**src/dcb_pkg.sv**
```systemverilog
package dcb_pkg;

  // widths
  localparam int DCB_DATA_W = 16;
  localparam int DCB_ADDR_W = 16;
  localparam int DCB_CNT_W = 10;
  localparam int DCB_AXI_AW = 8;

  // register byte offsets
  localparam logic [DCB_AXI_AW-1:0] DCB_OFF_CTRL = 8'h00;
  localparam logic [DCB_AXI_AW-1:0] DCB_OFF_REQSEL = 8'h04;
  localparam logic [DCB_AXI_AW-1:0] DCB_OFF_COUNT = 8'h08;
  localparam logic [DCB_AXI_AW-1:0] DCB_OFF_PRI = 8'h0c;
  localparam logic [DCB_AXI_AW-1:0] DCB_OFF_SEC = 8'h10;
  localparam logic [DCB_AXI_AW-1:0] DCB_OFF_PADDR = 8'h14;
  localparam logic [DCB_AXI_AW-1:0] DCB_OFF_STAT = 8'h18;

  // channel_control_reg fields; mode field is bits 2:1
  localparam int DCB_CTRL_EN_BIT = 0;
  localparam int DCB_CTRL_ONESHOT_BIT = 1;
  localparam int DCB_CTRL_PP_BIT = 2;
  localparam int DCB_CTRL_DIR_BIT = 3;
  localparam int DCB_CTRL_NULL_WRITE_SELECT_BIT = 4;

  // request_select_reg and controller_status_zero fields
  localparam int DCB_REQ_FORCE_BIT = 0;
  localparam int DCB_STAT_XCOL_BIT = 0;
  localparam int DCB_STAT_PCOL_BIT = 1;
  localparam int DCB_STAT_BUSY_BIT = 2;
  localparam int DCB_STAT_BUF_BIT = 8;
  localparam int DCB_STAT_CNT_LSB = 16;

  // reset values
  localparam logic [DCB_ADDR_W-1:0] DCB_RST_ADDR = 16'h0000;
  localparam logic [DCB_CNT_W-1:0] DCB_RST_CNT = 10'h000;

  localparam logic [1:0] DCB_RESP_OKAY = 2'b00;
  localparam logic [1:0] DCB_RESP_SLVERR = 2'b10;

  typedef enum logic [1:0] {
    DCB_ST_IDLE,
    DCB_ST_SRC,
    DCB_ST_WAIT,
    DCB_ST_DST
  } dcb_xfer_st_t;

  typedef struct packed {
    logic null_write_select;
    logic dir;
    logic pp;
    logic oneshot;
    logic en;
  } dcb_ctrl_t;

  // strobe group towards the peripheral bus or the dual-port RAM
  typedef struct packed {
    logic rd_en;
    logic wr_en;
    logic [DCB_ADDR_W-1:0] addr;
    logic [DCB_DATA_W-1:0] wdata;
  } dcb_port_t;

endpackage

```
**src/dcb_sequencer.sv**
```systemverilog
`timescale 1ns/1ps

module dcb_sequencer
  import dcb_pkg::*;
#(
  parameter int CNT_W = DCB_CNT_W
) (
  input wire logic aclk,
  input wire logic aresetn,
  input wire logic [DCB_AXI_AW-1:0] s_axi_awaddr,
  input wire logic s_axi_awvalid,
  output logic s_axi_awready,
  input wire logic [31:0] s_axi_wdata,
  input wire logic [3:0] s_axi_wstrb,
  input wire logic s_axi_wvalid,
  output logic s_axi_wready,
  output logic [1:0] s_axi_bresp,
  output logic s_axi_bvalid,
  input wire logic s_axi_bready,
  input wire logic [DCB_AXI_AW-1:0] s_axi_araddr,
  input wire logic s_axi_arvalid,
  output logic s_axi_arready,
  output logic [31:0] s_axi_rdata,
  output logic [1:0] s_axi_rresp,
  output logic s_axi_rvalid,
  input wire logic s_axi_rready,
  input wire logic periph_req,
  input wire logic [DCB_DATA_W-1:0] periph_rdata,
  input wire logic [DCB_DATA_W-1:0] ram_rdata,
  output dcb_port_t periph_o,
  output dcb_port_t ram_o,
  output logic block_done
);

  generate
    if (CNT_W < 1 || CNT_W > 16) begin : g_bad_cnt
      $error("CNT_W must lie between 1 and 16");
    end
  endgenerate

  typedef struct packed {
    dcb_ctrl_t ctrl;
    logic force_req;
    logic [CNT_W-1:0] blk_len;
    logic [DCB_ADDR_W-1:0] pri;
    logic [DCB_ADDR_W-1:0] sec;
    logic [DCB_ADDR_W-1:0] paddr;
    logic xcol;
    logic pcol;
    logic buf_sel;
    logic [CNT_W-1:0] cnt;
    logic pend;
    logic forced;
    dcb_xfer_st_t st;
    logic [DCB_DATA_W-1:0] data;
    dcb_port_t per;
    dcb_port_t ram;
    logic done;
    logic aw_got;
    logic w_got;
    logic [DCB_AXI_AW-1:0] awaddr;
    logic [31:0] wdata;
    logic [3:0] wstrb;
    logic bvalid;
    logic [1:0] bresp;
    logic rvalid;
    logic [31:0] rdata;
    logic [1:0] rresp;
  } dcb_state_t;

  dcb_state_t s_reg;
  dcb_state_t s_next;

  function automatic logic [31:0] merge(input logic [31:0] old,
                                        input logic [31:0] wd,
                                        input logic [3:0] strb);
    logic [31:0] r;
    r = old;
    for (int i = 0; i < 4; i++) begin
      if (strb[i]) begin
        r[i*8 +: 8] = wd[i*8 +: 8];
      end
    end
    return r;
  endfunction

  function automatic logic [DCB_AXI_AW-1:0] word_of(
      input logic [DCB_AXI_AW-1:0] a);
    return {a[DCB_AXI_AW-1:2], 2'b00};
  endfunction

  function automatic logic mapped(input logic [DCB_AXI_AW-1:0] a);
    logic [DCB_AXI_AW-1:0] w;
    w = word_of(a);
    return w == DCB_OFF_CTRL || w == DCB_OFF_REQSEL ||
           w == DCB_OFF_COUNT || w == DCB_OFF_PRI ||
           w == DCB_OFF_SEC || w == DCB_OFF_PADDR || w == DCB_OFF_STAT;
  endfunction

  function automatic logic [DCB_ADDR_W-1:0] ram_addr(input dcb_state_t s);
    logic [DCB_ADDR_W-1:0] base;
    base = s.buf_sel ? s.sec : s.pri;
    return base + DCB_ADDR_W'(s.cnt);
  endfunction

  assign s_axi_awready = !s_reg.aw_got && !s_reg.bvalid;
  assign s_axi_wready = !s_reg.w_got && !s_reg.bvalid;
  assign s_axi_arready = !s_reg.rvalid;
  assign s_axi_bvalid = s_reg.bvalid;
  assign s_axi_bresp = s_reg.bresp;
  assign s_axi_rvalid = s_reg.rvalid;
  assign s_axi_rdata = s_reg.rdata;
  assign s_axi_rresp = s_reg.rresp;
  assign periph_o = s_reg.per;
  assign ram_o = s_reg.ram;
  assign block_done = s_reg.done;

  always_comb begin
    logic [31:0] m;
    logic [DCB_AXI_AW-1:0] wa;
    logic [DCB_AXI_AW-1:0] ra;
    logic was_en;
    m = 32'h0000_0000;
    wa = word_of(s_reg.awaddr);
    ra = word_of(s_axi_araddr);
    was_en = s_reg.ctrl.en;
    s_next = s_reg;
    s_next.done = 1'b0;
    s_next.per.rd_en = 1'b0;
    s_next.per.wr_en = 1'b0;
    s_next.ram.rd_en = 1'b0;
    s_next.ram.wr_en = 1'b0;

    // element transfer: source strobe, wait, destination strobe
    case (s_reg.st)
      DCB_ST_IDLE: begin
        // peripheral request wins over a stored manual request
        if (s_reg.ctrl.en && (s_reg.pend || s_reg.force_req)) begin
          s_next.forced = !s_reg.pend;
          s_next.pend = 1'b0;
          if (s_reg.ctrl.dir) begin
            s_next.per.rd_en = 1'b1;
            s_next.per.addr = s_reg.paddr;
            // with null_write_select set, every start also writes zero to paddr here
            if (s_reg.ctrl.null_write_select) begin
              s_next.per.wr_en = 1'b1;
              s_next.per.wdata = '0;
            end
          end else begin
            s_next.ram.rd_en = 1'b1;
            s_next.ram.addr = ram_addr(s_reg);
          end
          s_next.st = DCB_ST_SRC;
        end
      end
      DCB_ST_SRC: begin
        // peripheral data registers answer in the strobe cycle
        if (s_reg.ctrl.dir) begin
          s_next.data = periph_rdata;
        end
        s_next.st = DCB_ST_WAIT;
      end
      DCB_ST_WAIT: begin
        if (s_reg.ctrl.dir) begin
          s_next.ram.wr_en = 1'b1;
          s_next.ram.addr = ram_addr(s_reg);
          s_next.ram.wdata = s_reg.data;
        end else begin
          s_next.per.wr_en = 1'b1;
          s_next.per.addr = s_reg.paddr;
          s_next.per.wdata = ram_rdata;
        end
        s_next.st = DCB_ST_DST;
      end
      DCB_ST_DST: begin
        if (s_reg.forced) begin
          s_next.force_req = 1'b0;
        end
        if (s_reg.cnt == s_reg.blk_len) begin
          s_next.cnt = '0;
          s_next.done = 1'b1;
          if (s_reg.ctrl.pp) begin
            s_next.buf_sel = !s_reg.buf_sel;
          end else begin
            s_next.buf_sel = 1'b0;
          end
          // one-shot ping-pong stops only after the secondary buffer
          if (s_reg.ctrl.oneshot && (!s_reg.ctrl.pp || s_reg.buf_sel)) begin
            s_next.ctrl.en = 1'b0;
            s_next.buf_sel = 1'b0;
          end
        end else begin
          s_next.cnt = s_reg.cnt + CNT_W'(1);
        end
        s_next.st = DCB_ST_IDLE;
      end
      default: begin
        s_next.st = DCB_ST_IDLE;
      end
    endcase

    // a new request sets pend, even in the cycle one is served
    if (periph_req) begin
      s_next.pend = 1'b1;
    end

    // write address and data are taken in either order
    if (s_axi_awvalid && s_axi_awready) begin
      s_next.aw_got = 1'b1;
      s_next.awaddr = s_axi_awaddr;
    end
    if (s_axi_wvalid && s_axi_wready) begin
      s_next.w_got = 1'b1;
      s_next.wdata = s_axi_wdata;
      s_next.wstrb = s_axi_wstrb;
    end

    if (s_reg.aw_got && s_reg.w_got) begin
      s_next.aw_got = 1'b0;
      s_next.w_got = 1'b0;
      s_next.bvalid = 1'b1;
      s_next.bresp = mapped(s_reg.awaddr) ? DCB_RESP_OKAY : DCB_RESP_SLVERR;
      if (wa == DCB_OFF_CTRL) begin
        m = merge(32'(s_next.ctrl), s_reg.wdata, s_reg.wstrb);
        s_next.ctrl = m[4:0];
        was_en = s_next.ctrl.en && !s_reg.ctrl.en;
        if (was_en) begin
          s_next.cnt = '0;
          s_next.buf_sel = 1'b0;
        end
      end else if (wa == DCB_OFF_REQSEL) begin
        // only a one in the low lane has any effect
        if (s_reg.wstrb[0] && s_reg.wdata[DCB_REQ_FORCE_BIT]) begin
          if (s_reg.st != DCB_ST_IDLE) begin
            s_next.force_req = s_reg.force_req;
          end else if (s_reg.pend || periph_req) begin
            s_next.xcol = 1'b1;
            s_next.pcol = 1'b1;
          end else begin
            s_next.force_req = 1'b1;
          end
        end
      end else if (wa == DCB_OFF_COUNT) begin
        m = merge(32'(s_reg.blk_len), s_reg.wdata, s_reg.wstrb);
        s_next.blk_len = m[CNT_W-1:0];
      end else if (wa == DCB_OFF_PRI) begin
        m = merge(32'(s_reg.pri), s_reg.wdata, s_reg.wstrb);
        s_next.pri = m[DCB_ADDR_W-1:0];
      end else if (wa == DCB_OFF_SEC) begin
        m = merge(32'(s_reg.sec), s_reg.wdata, s_reg.wstrb);
        s_next.sec = m[DCB_ADDR_W-1:0];
      end else if (wa == DCB_OFF_PADDR) begin
        m = merge(32'(s_reg.paddr), s_reg.wdata, s_reg.wstrb);
        s_next.paddr = m[DCB_ADDR_W-1:0];
      end else if (wa == DCB_OFF_STAT) begin
        // collision flags clear on a written one
        if (s_reg.wstrb[0] && s_reg.wdata[DCB_STAT_XCOL_BIT]) begin
          s_next.xcol = 1'b0;
        end
        if (s_reg.wstrb[0] && s_reg.wdata[DCB_STAT_PCOL_BIT]) begin
          s_next.pcol = 1'b0;
        end
      end
    end
    if (s_reg.bvalid && s_axi_bready) begin
      s_next.bvalid = 1'b0;
    end

    if (s_axi_arvalid && s_axi_arready) begin
      s_next.rvalid = 1'b1;
      s_next.rresp = mapped(s_axi_araddr) ? DCB_RESP_OKAY : DCB_RESP_SLVERR;
      s_next.rdata = 32'h0000_0000;
      if (ra == DCB_OFF_CTRL) begin
        s_next.rdata = 32'(s_reg.ctrl);
      end else if (ra == DCB_OFF_REQSEL) begin
        s_next.rdata[DCB_REQ_FORCE_BIT] = s_reg.force_req;
      end else if (ra == DCB_OFF_COUNT) begin
        s_next.rdata = 32'(s_reg.blk_len);
      end else if (ra == DCB_OFF_PRI) begin
        s_next.rdata = 32'(s_reg.pri);
      end else if (ra == DCB_OFF_SEC) begin
        s_next.rdata = 32'(s_reg.sec);
      end else if (ra == DCB_OFF_PADDR) begin
        s_next.rdata = 32'(s_reg.paddr);
      end else if (ra == DCB_OFF_STAT) begin
        s_next.rdata[DCB_STAT_XCOL_BIT] = s_reg.xcol;
        s_next.rdata[DCB_STAT_PCOL_BIT] = s_reg.pcol;
        s_next.rdata[DCB_STAT_BUSY_BIT] = s_reg.st != DCB_ST_IDLE;
        s_next.rdata[DCB_STAT_BUF_BIT] = s_reg.buf_sel;
        s_next.rdata[DCB_STAT_CNT_LSB +: CNT_W] = s_reg.cnt;
      end
    end else if (s_reg.rvalid && s_axi_rready) begin
      s_next.rvalid = 1'b0;
    end
  end

  always_ff @(posedge aclk) begin
    if (!aresetn) begin
      s_reg <= '0;
      s_reg.blk_len <= CNT_W'(DCB_RST_CNT);
      s_reg.pri <= DCB_RST_ADDR;
      s_reg.sec <= DCB_RST_ADDR;
      s_reg.paddr <= DCB_RST_ADDR;
      s_reg.st <= DCB_ST_IDLE;
    end else begin
      s_reg <= s_next;
    end
  end

endmodule

```
**config.mk**
```make
export PLATFORM = sky130hd
export DESIGN_NAME = dcb_sequencer
export DESIGN_NICKNAME = d
export VERILOG_FILES = /design/src/dcb_pkg.sv /design/src/dcb_sequencer.sv
export SDC_FILE = /design/constraint.sdc
export NUM_CORES = 1
export LEC_CHECK = 0
export ABC_AREA = 0
export BUFFER_PORTS_ARGS = -buffer_cell sky130_fd_sc_hd__buf_2
export CAP_MARGIN = 20
export CORE_ASPECT_RATIO = 0.8
export CORE_UTILIZATION = 45
export DETAILED_ROUTE_END_ITERATION = 16
export PLACE_DENSITY = 0.82
export SLEW_MARGIN = 20
export SYNTH_ARGS = -nofsm -noshare
export SYNTH_HDL_FRONTEND = slang
export SYNTH_SLANG_ARGS = --single-unit
```
**constraint.sdc**
```tcl
create_clock -name aclk -period 3.5 [get_ports aclk]
set_clock_uncertainty 0.1 [all_clocks]
set_input_delay 0.175 -clock aclk [delete_from_list [all_inputs] [get_ports aclk]]
set_output_delay 0.175 -clock aclk [all_outputs]
set_load 0.02 [all_outputs]
```
==> results.tsv, run 1 <==
stage	metric	value	unit
worst_setup_path	reg2reg_depth	8	
cells_and_area	register_area	0.00444	mm^2
detailed_routing	detail-route-antenna-nets	0	
cells_and_area	mostFrequentLayoutCell	dfxtp_1	
hold_path	min_to	s_axi_rdata[4]	
logic_synthesis	ys_seq_area_share	42.7	%
clocking	clk_latency	0.52	ns
logic_synthesis	synthFlopType	dfxtp_1	
hold_path	hold_start	aresetn	
worst_setup_path	crit_path_top_delay_cell	dfxtp_1	
detailed_routing	drtIter0Drc	900	
sta	finalSetupViolations	0	
sta	fmax	323	MHz
floorplan	dieArea	0.0238	mm^2
logic_synthesis	ys_ff_latch	222	
detailed_routing	num_vias	9033	
clocking	cts_tree	done	
grt	grtUsageTotal	23.2	%
grt	grt_max_degree	81	
detailed_routing	dr.pass1.iters	6	
worst_setup_path	cp-start-kind	flop	
sta	fin_setup_tns	0	ns
clocking	path_clk_slew	0.06	ns
floorplan	die_w	172	um
cells_and_area	fillCellCount	2003	
worst_setup_path	max_stage_delay	0.51	ns
sta	hold_viol	0	
grt	grt_pass1_vias	8720	
logic_synthesis	async_flop_share	0	%
cells_and_area	instances_no_fill	1641	
worst_setup_path	critPathBufInv	0	
hold_path	hp-class	in2reg	
sta	fin_crit_sh	88.6	%
sta	relSlewSlack	31.7	%
cells_and_area	antenna_cells	0	
worst_setup_path	crit_type	reg2reg	
worst_setup_path	path_cells	mux2_2 -> ha_1 -> fa_1 -> a211oi_1 -> o21bai_1 -> o21ai_0 -> o211a_1 -> o2111a_1	
worst_setup_path	worstPathArrival	3.45	ns
floorplan	num_io_pins	202	
detailed_routing	drt_wl_total	27.6	mm
power	ir_drop	0.326	mV
logic_synthesis	syn_inst	1215	
clocking	numClockSinks	222	
power	power_leakage	5.29	nW
placed_design	placed_cells	1536	
floorplan	core_area	0.0226	mm^2
logic_synthesis	syn_area_per_cell	8.57	um^2
clocking	clk_path_buf_depth	3	
worst_setup_path	crit_fanout	8	
placed_design	place.gp.congestion	0.872	
hold_path	min_path_cells	4	
cells_and_area	fin_nets	1427	
logic_synthesis	synth_cell_types	64	
clocking	cts_made_buffers	23	
flow_run	maxCapViolCount	0	
clocking	htreeDepth	1	
worst_setup_path	crit_family	compound AO/OA/AOI/OAI gates	
clocking	cts_root_buffer	clkbuf_16	
detailed_routing	drc	0	
cells_and_area	largest_register_ffs	123	
floorplan	row_count	49	
logic_synthesis	synth_edf_count	0	
sta	slew_viol_final	0	
worst_setup_path	required	3.85	ns
placed_design	dp_hpwl	18.1	mm
floorplan	initial_core_util	46.2	%
grt	grt_pass1_wl	44.4	mm
logic_synthesis	ys_warn_count	0	
worst_setup_path	r2r_slack	0.40	ns
detailed_routing	wl_per_cell	16.8	um
power	p_per_area	453	mW/mm^2
grt	grt_overflow	0	
logic_synthesis	synthesis.area	0.0104	mm^2
cells_and_area	multi_input_area	0.00489	mm^2
cells_and_area	mostFrequentLayoutCells	dfxtp_1, buf_2, nand2_1, nor2_1, a21oi_1	
cells_and_area	area_growth_syn_to_layout	17.1	%
clocking	postCtsSetupBuffers	0	
sta	rsz0062_at_grt	false	
placed_design	io_buffers	171	
detailed_routing	routed_via_density	5.50	
sta	worst-slew-pin-transition	1.02	ns
grt	antenna_found_initial	0	
worst_setup_path	reg2reg_from	s_reg[183]	
run_status	status	completed	
sta	min_period	3.10	ns
worst_setup_path	endpoint_kind	flop	
cells_and_area	drive_gt1_share	19.5	%
floorplan	die_y	138	um
worst_setup_path	timing.rr.end	ram_o[28]	
==> worst min-delay path, cell delays in order <==
cell	delay (ns)
buf_2	0.12
buf_4	0.25
o21ai_0	0.12
a21oi_1	0.05
==> cells by family after synthesis <==
logic type | after synthesis | share of synthesized area [%]
xor gates and xnor gates | 23 | 1.93
buffers and inverters | 191 | 10.7
and+or+nand+nor | 442 | 19.9
adders and majority gates | 17 | 2.11
DFF | 222 | 42.7
AOI/OAI and AO/OA | 217 | 12.6
other | 1 | 0.0360
muxes | 102 | 10.1
==> per-stage QoR <==
step	power [mW]	area [um^2]	setup slack [ns]	utilization (%)	hold slack, ns
floorplan	2.80	10400	0.239	-	0.174
global placement	2.88	10700	0.592	47.6	0.264
detailed placement	2.89	10700	0.457	47.6	0.266
CTS	5.56	12200	0.434	54.0	0.138
global route	5.70	12200	0.0662	54.0	0.170
finish	5.52	12200	0.400	54.0	0.161
==> layout make-up <==
class	instances	share of cell area, %
repair buffers	250	13.3
clock inverters	15	1.59
clock buffers	27	5.09
well taps	306	3.14
multi-input cells	809	40.1
inverters	12	0.390
flip-flops and latches	222	36.4
==> cells in the mapped netlist (all sizes together), types with 3 or more instances <==
cell,instances,area (um^2)
dfxtp,222,4440
nand2,170,638
buf,121,855
nor2,121,457
a21oi,118,591
mux2i,80,801
clkbuf,58,218
nand3,54,283
o21ai,26,130
mux2,22,248
ha,16,200
nor4bb,16,160
nand4,14,87.6
xnor2,14,123
inv,12,45.0
a22oi,11,82.6
nand2b,11,68.8
nor3,11,55.1
and2,9,56.3
and3,9,56.3
xor2,9,78.8
a211oi,8,60.1
o211ai,7,52.6
a221oi,6,52.6
a31oi,6,37.5
o31ai,6,45.0
a21o,4,30.0
nand3b,4,30.0
nor2b,4,25.0
nor4,4,25.0
and4,3,26.3
o21bai,3,22.5
or3,3,18.8
==> layer usage <==
| metal | global-route usage, % | vias to the layer above | wire length, um |
|---|---|---|---|
| met5 | 0 | - | 0 |
| met4 | 5.73 | 0 | 577 |
| met3 | 5.12 | 54 | 2400 |
| met2 | 38.7 | 366 | 12900 |
| met1 | 30.1 | 4317 | 11700 |
| li1 | - | 4296 | - |
==> worst max-delay path by stage <==
stage	from	endpoint	slack (ns)	cells past startpoint
floorplan	s_reg[183]	ram_o[28]	0.24	10
global placement	s_reg[183]	ram_o[30]	0.59	8
detailed placement	s_reg[183]	ram_o[28]	0.46	8
CTS	s_reg[183]	ram_o[28]	0.43	8
global route	s_reg[183]	ram_o[28]	0.07	8
finish	s_reg[183]	ram_o[28]	0.40	8
==> timing repair <==
item | 4_1_cts | 5_1_grt
hold buffers | 63 | 0
endpoints found under the hold margin | 60 | 0
gates resized for setup | 0 | 0
==> report_power, final <==
part	leakage, nW	switching, mW	total [mW]	internal [mW]
clock	0.396	1.05	2.63	1.57
sequential	1.79	0.0376	2.59	2.55
combinational	3.10	0.175	0.303	0.128
(Power assumes the default switching activity.)
==> inputs of run 2 (changes only) <==
Settings changed: PLACE_DENSITY 0.82 to 0.79.
Clock period 3.5 ns to 3.3 ns, I/O delays scaled along.
==> run 2 against run 1 <==
Net effect:
- worst hold slack worse by 0.030 ns
- critical path depth stayed put
- final cell count is 0.18% lower
- register-to-register slack worse by 0.15 ns
- power is 3.5% higher
- non-clock buffer count is 1 higher
- sequential cell count stayed put
- critical endpoint unchanged
- setup slack worse by 0.15 ns
- maximum frequency is 1.5% higher
- routed wire length is 2.9% lower
- via count is 1.9% lower
- global-route usage is 0.96 points lower
==> results.tsv, run 2 (synthesized netlist as in run 1, its figures left out) <==
stage	metric	value	unit	change
run_status	status	completed		
sta	slew_viol_final	0		unchanged
clocking	postCtsSetupBuffers	0		unchanged
cells_and_area	utilization	53.9	%	-0.18 points
grt	grt_pass1_vias	8394		-3.7%
clocking	htreeDepth	1		unchanged
power	power_switching	1.29	mW	+1.9%
worst_setup_path	endpoint_kind	flop		
placed_design	placed_area	0.0108	mm^2	+0.10%
sta	finalSetupViolations	0		unchanged
placed_design	dp_hpwl	18.3	mm	+0.94%
clocking	clk_latency	0.51	ns	about the same
sta	min_period	3.05	ns	-0.0451 ns
detailed_routing	drt_wl_total	26.8	mm	-2.9%
power	power.share.sequential	48.1	%	+1.2 points
power	p_clk_share	46.3	%	-1.3 points
power	p_per_area	470	mW/mm^2	+3.9%
clocking	clk_path_buf_depth	3		unchanged
hold_path	hp-class	in2reg		
flow_run	maxCapViolCount	0		unchanged
floorplan	initial_core_util	46.2	%	unchanged
power	switching_share	22.6	%	-0.35 points
cells_and_area	fin_nets	1428		+0.070%
floorplan	die_w	172	um	unchanged
sta	fin_crit_sh	92.6	%	+4.0 points
worst_setup_path	worstPathArrival	3.40	ns	-0.05 ns
sta	fmax	327	MHz	+1.5%
cells_and_area	area_growth_syn_to_layout	16.7	%	
detailed_routing	dr.pass1.iters	5		-1
cells_and_area	largest_register_ffs	123		unchanged
clocking	cts_tree	done		
grt	grtUsageTotal	22.2	%	-0.96 points
sta	rsz0062_at_grt	false		
placed_design	place.gp.congestion	0.912		+4.6%
worst_setup_path	crit_fanout	8		unchanged
grt	grt_max_degree	67		-17%
detailed_routing	detail-route-antenna-nets	0		unchanged
worst_setup_path	path_cells	mux2_2 -> ha_1 -> fa_1 -> a211oi_1 -> o21bai_1 -> o21ai_0 -> o211a_1 -> o2111a_1		
clocking	cts_made_buffers	23		unchanged
detailed_routing	routed_via_density	5.41		-1.7%
cells_and_area	fillCellCount	2014		+0.55%
sta	fin_setup_tns	0	ns	unchanged
floorplan	row_count	49		unchanged
power	p_total	5.72	mW	+3.5%
cells_and_area	drive_gt1_share	19.3	%	-0.18 points
power	combinationalPowerShare	5.6	%	about the same
power	power_leakage	5.26	nW	-0.46%
detailed_routing	drc	0		unchanged
power	ir_drop	0.418	mV	+28%
cells_and_area	mostFrequentLayoutCells	dfxtp_1, buf_2, nand2_1, nor2_1, a21oi_1		
cells_and_area	final_area	0.0122	mm^2	-0.34%
clocking	path_clk_slew	0.06	ns	about the same
floorplan	core_area	0.0226	mm^2	unchanged
grt	antenna_found_initial	0		unchanged
sta	hold_viol	0		unchanged
cells_and_area	mostFrequentLayoutCell	dfxtp_1		
floorplan	num_io_pins	202		unchanged
detailed_routing	drtIter0Drc	693		-23%
detailed_routing	wl_per_cell	16.4	um	-2.7%
sta	worst-slew-pin-transition	1.06	ns	+0.0354 ns
placed_design	placed_cells	1537		+0.065%
worst_setup_path	crit_path_top_delay_cell	dfxtp_1		
sta	relSlewSlack	29.3	%	-2.4 points
floorplan	die_y	138	um	unchanged
cells_and_area	instances_no_fill	1638		-0.18%
grt	grt_overflow	0		unchanged
floorplan	dieArea	0.0238	mm^2	unchanged
grt	grt_pass1_wl	42.8	mm	-3.7%
clocking	cts_root_buffer	clkbuf_16		
worst_setup_path	max_stage_delay	0.53	ns	+0.02 ns
cells_and_area	antenna_cells	0		unchanged
placed_design	io_buffers	171		unchanged
worst_setup_path	cp-start-kind	flop		
power	p_int	4.43	mW	+4.0%
detailed_routing	num_vias	8861		-1.9%
worst_setup_path	crit_type	reg2reg		
clocking	numClockSinks	222		unchanged
worst_setup_path	required	3.64	ns	-0.21 ns
-- run 2: cell count changes in the layout (fill, tap and decap cells not counted), sizes merged --
cell,before,now
clkbuf,27,32
clkinv,6,3
buf,187,188
bufinv,4,2
clkinvlp,3,1
inv,14,12
-- run 2: worst paths after layout --
| check | start | end | slack (ns) | cells past startpoint |
|---|---|---|---|---|
| worst max-delay path | s_reg[183] | ram_o[28] | 0.25 | 8 |
| worst min-delay path | aresetn | s_reg[222] | 0.13 | 3 |
| worst max register to register | s_reg[183] | ram_o[28] | 0.25 | 8 |
| worst min register to register | s_reg[153] | ram_o[0] | 0.35 | 2 |
-- run 2: metal layers --
metal | vias to the layer above | GRT usage (%) | part of all wire [%]
met4 | 0 | 4.98 | 1.7
met5 | - | 0 | 0
met3 | 40 | 5.67 | 8.7
met2 | 336 | 36.4 | 46
met1 | 4194 | 29.1 | 43
li1 | 4291 | - | -
-- run 2: repair_timing --
item,4_1_cts,5_1_grt
hold buffers,63,0
gates resized for setup,0,0
endpoints found under the hold margin,60,0
setup endpoints to repair,0,0
-- run 2: final cells by class --
| type | count | area (um^2) | share of cell area, % |
|---|---|---|---|
| Clock buffer | 32 | 679 | 5.59 |
| Clock inverter | 6 | 82.6 | 0.680 |
| Inverter | 12 | 47.5 | 0.391 |
| Multi-Input combinational cell | 809 | 4890 | 40.2 |
| Sequential cell | 222 | 4440 | 36.6 |
| Tap cell | 306 | 383 | 3.15 |
| Timing Repair Buffer | 251 | 1630 | 13.4 |
-- run 2: power groups by stage --
stage | logic [mW] | registers [mW] | clock network, mW
after floorplan | 0.183 | 2.79 | 0
after global placement | 0.255 | 2.81 | 0
after detailed placement | 0.257 | 2.81 | 0
after CTS | 0.316 | 2.75 | 2.67
after global routing | 0.350 | 2.75 | 2.79
final | 0.321 | 2.75 | 2.65
-- run 2: per-stage QoR --
| step | setup slack (ns) | hold slack, ns |
|---|---|---|
| after detailed placement | 0.304 | 0.260 |
| final | 0.245 | 0.131 |
| after global placement | 0.389 | 0.255 |
| after global routing | 0.0479 | 0.153 |
| after CTS | 0.278 | 0.114 |
| after floorplan | 0.0389 | 0.164 |
-- run 2: critical path, delay by kind of cell (launching register included) --
kind | cells | cell delay (ns)
compound gates | 5 | 1.35
fa+ha+maj | 2 | 0.63
flops | 1 | 0.53
mux | 1 | 0.38
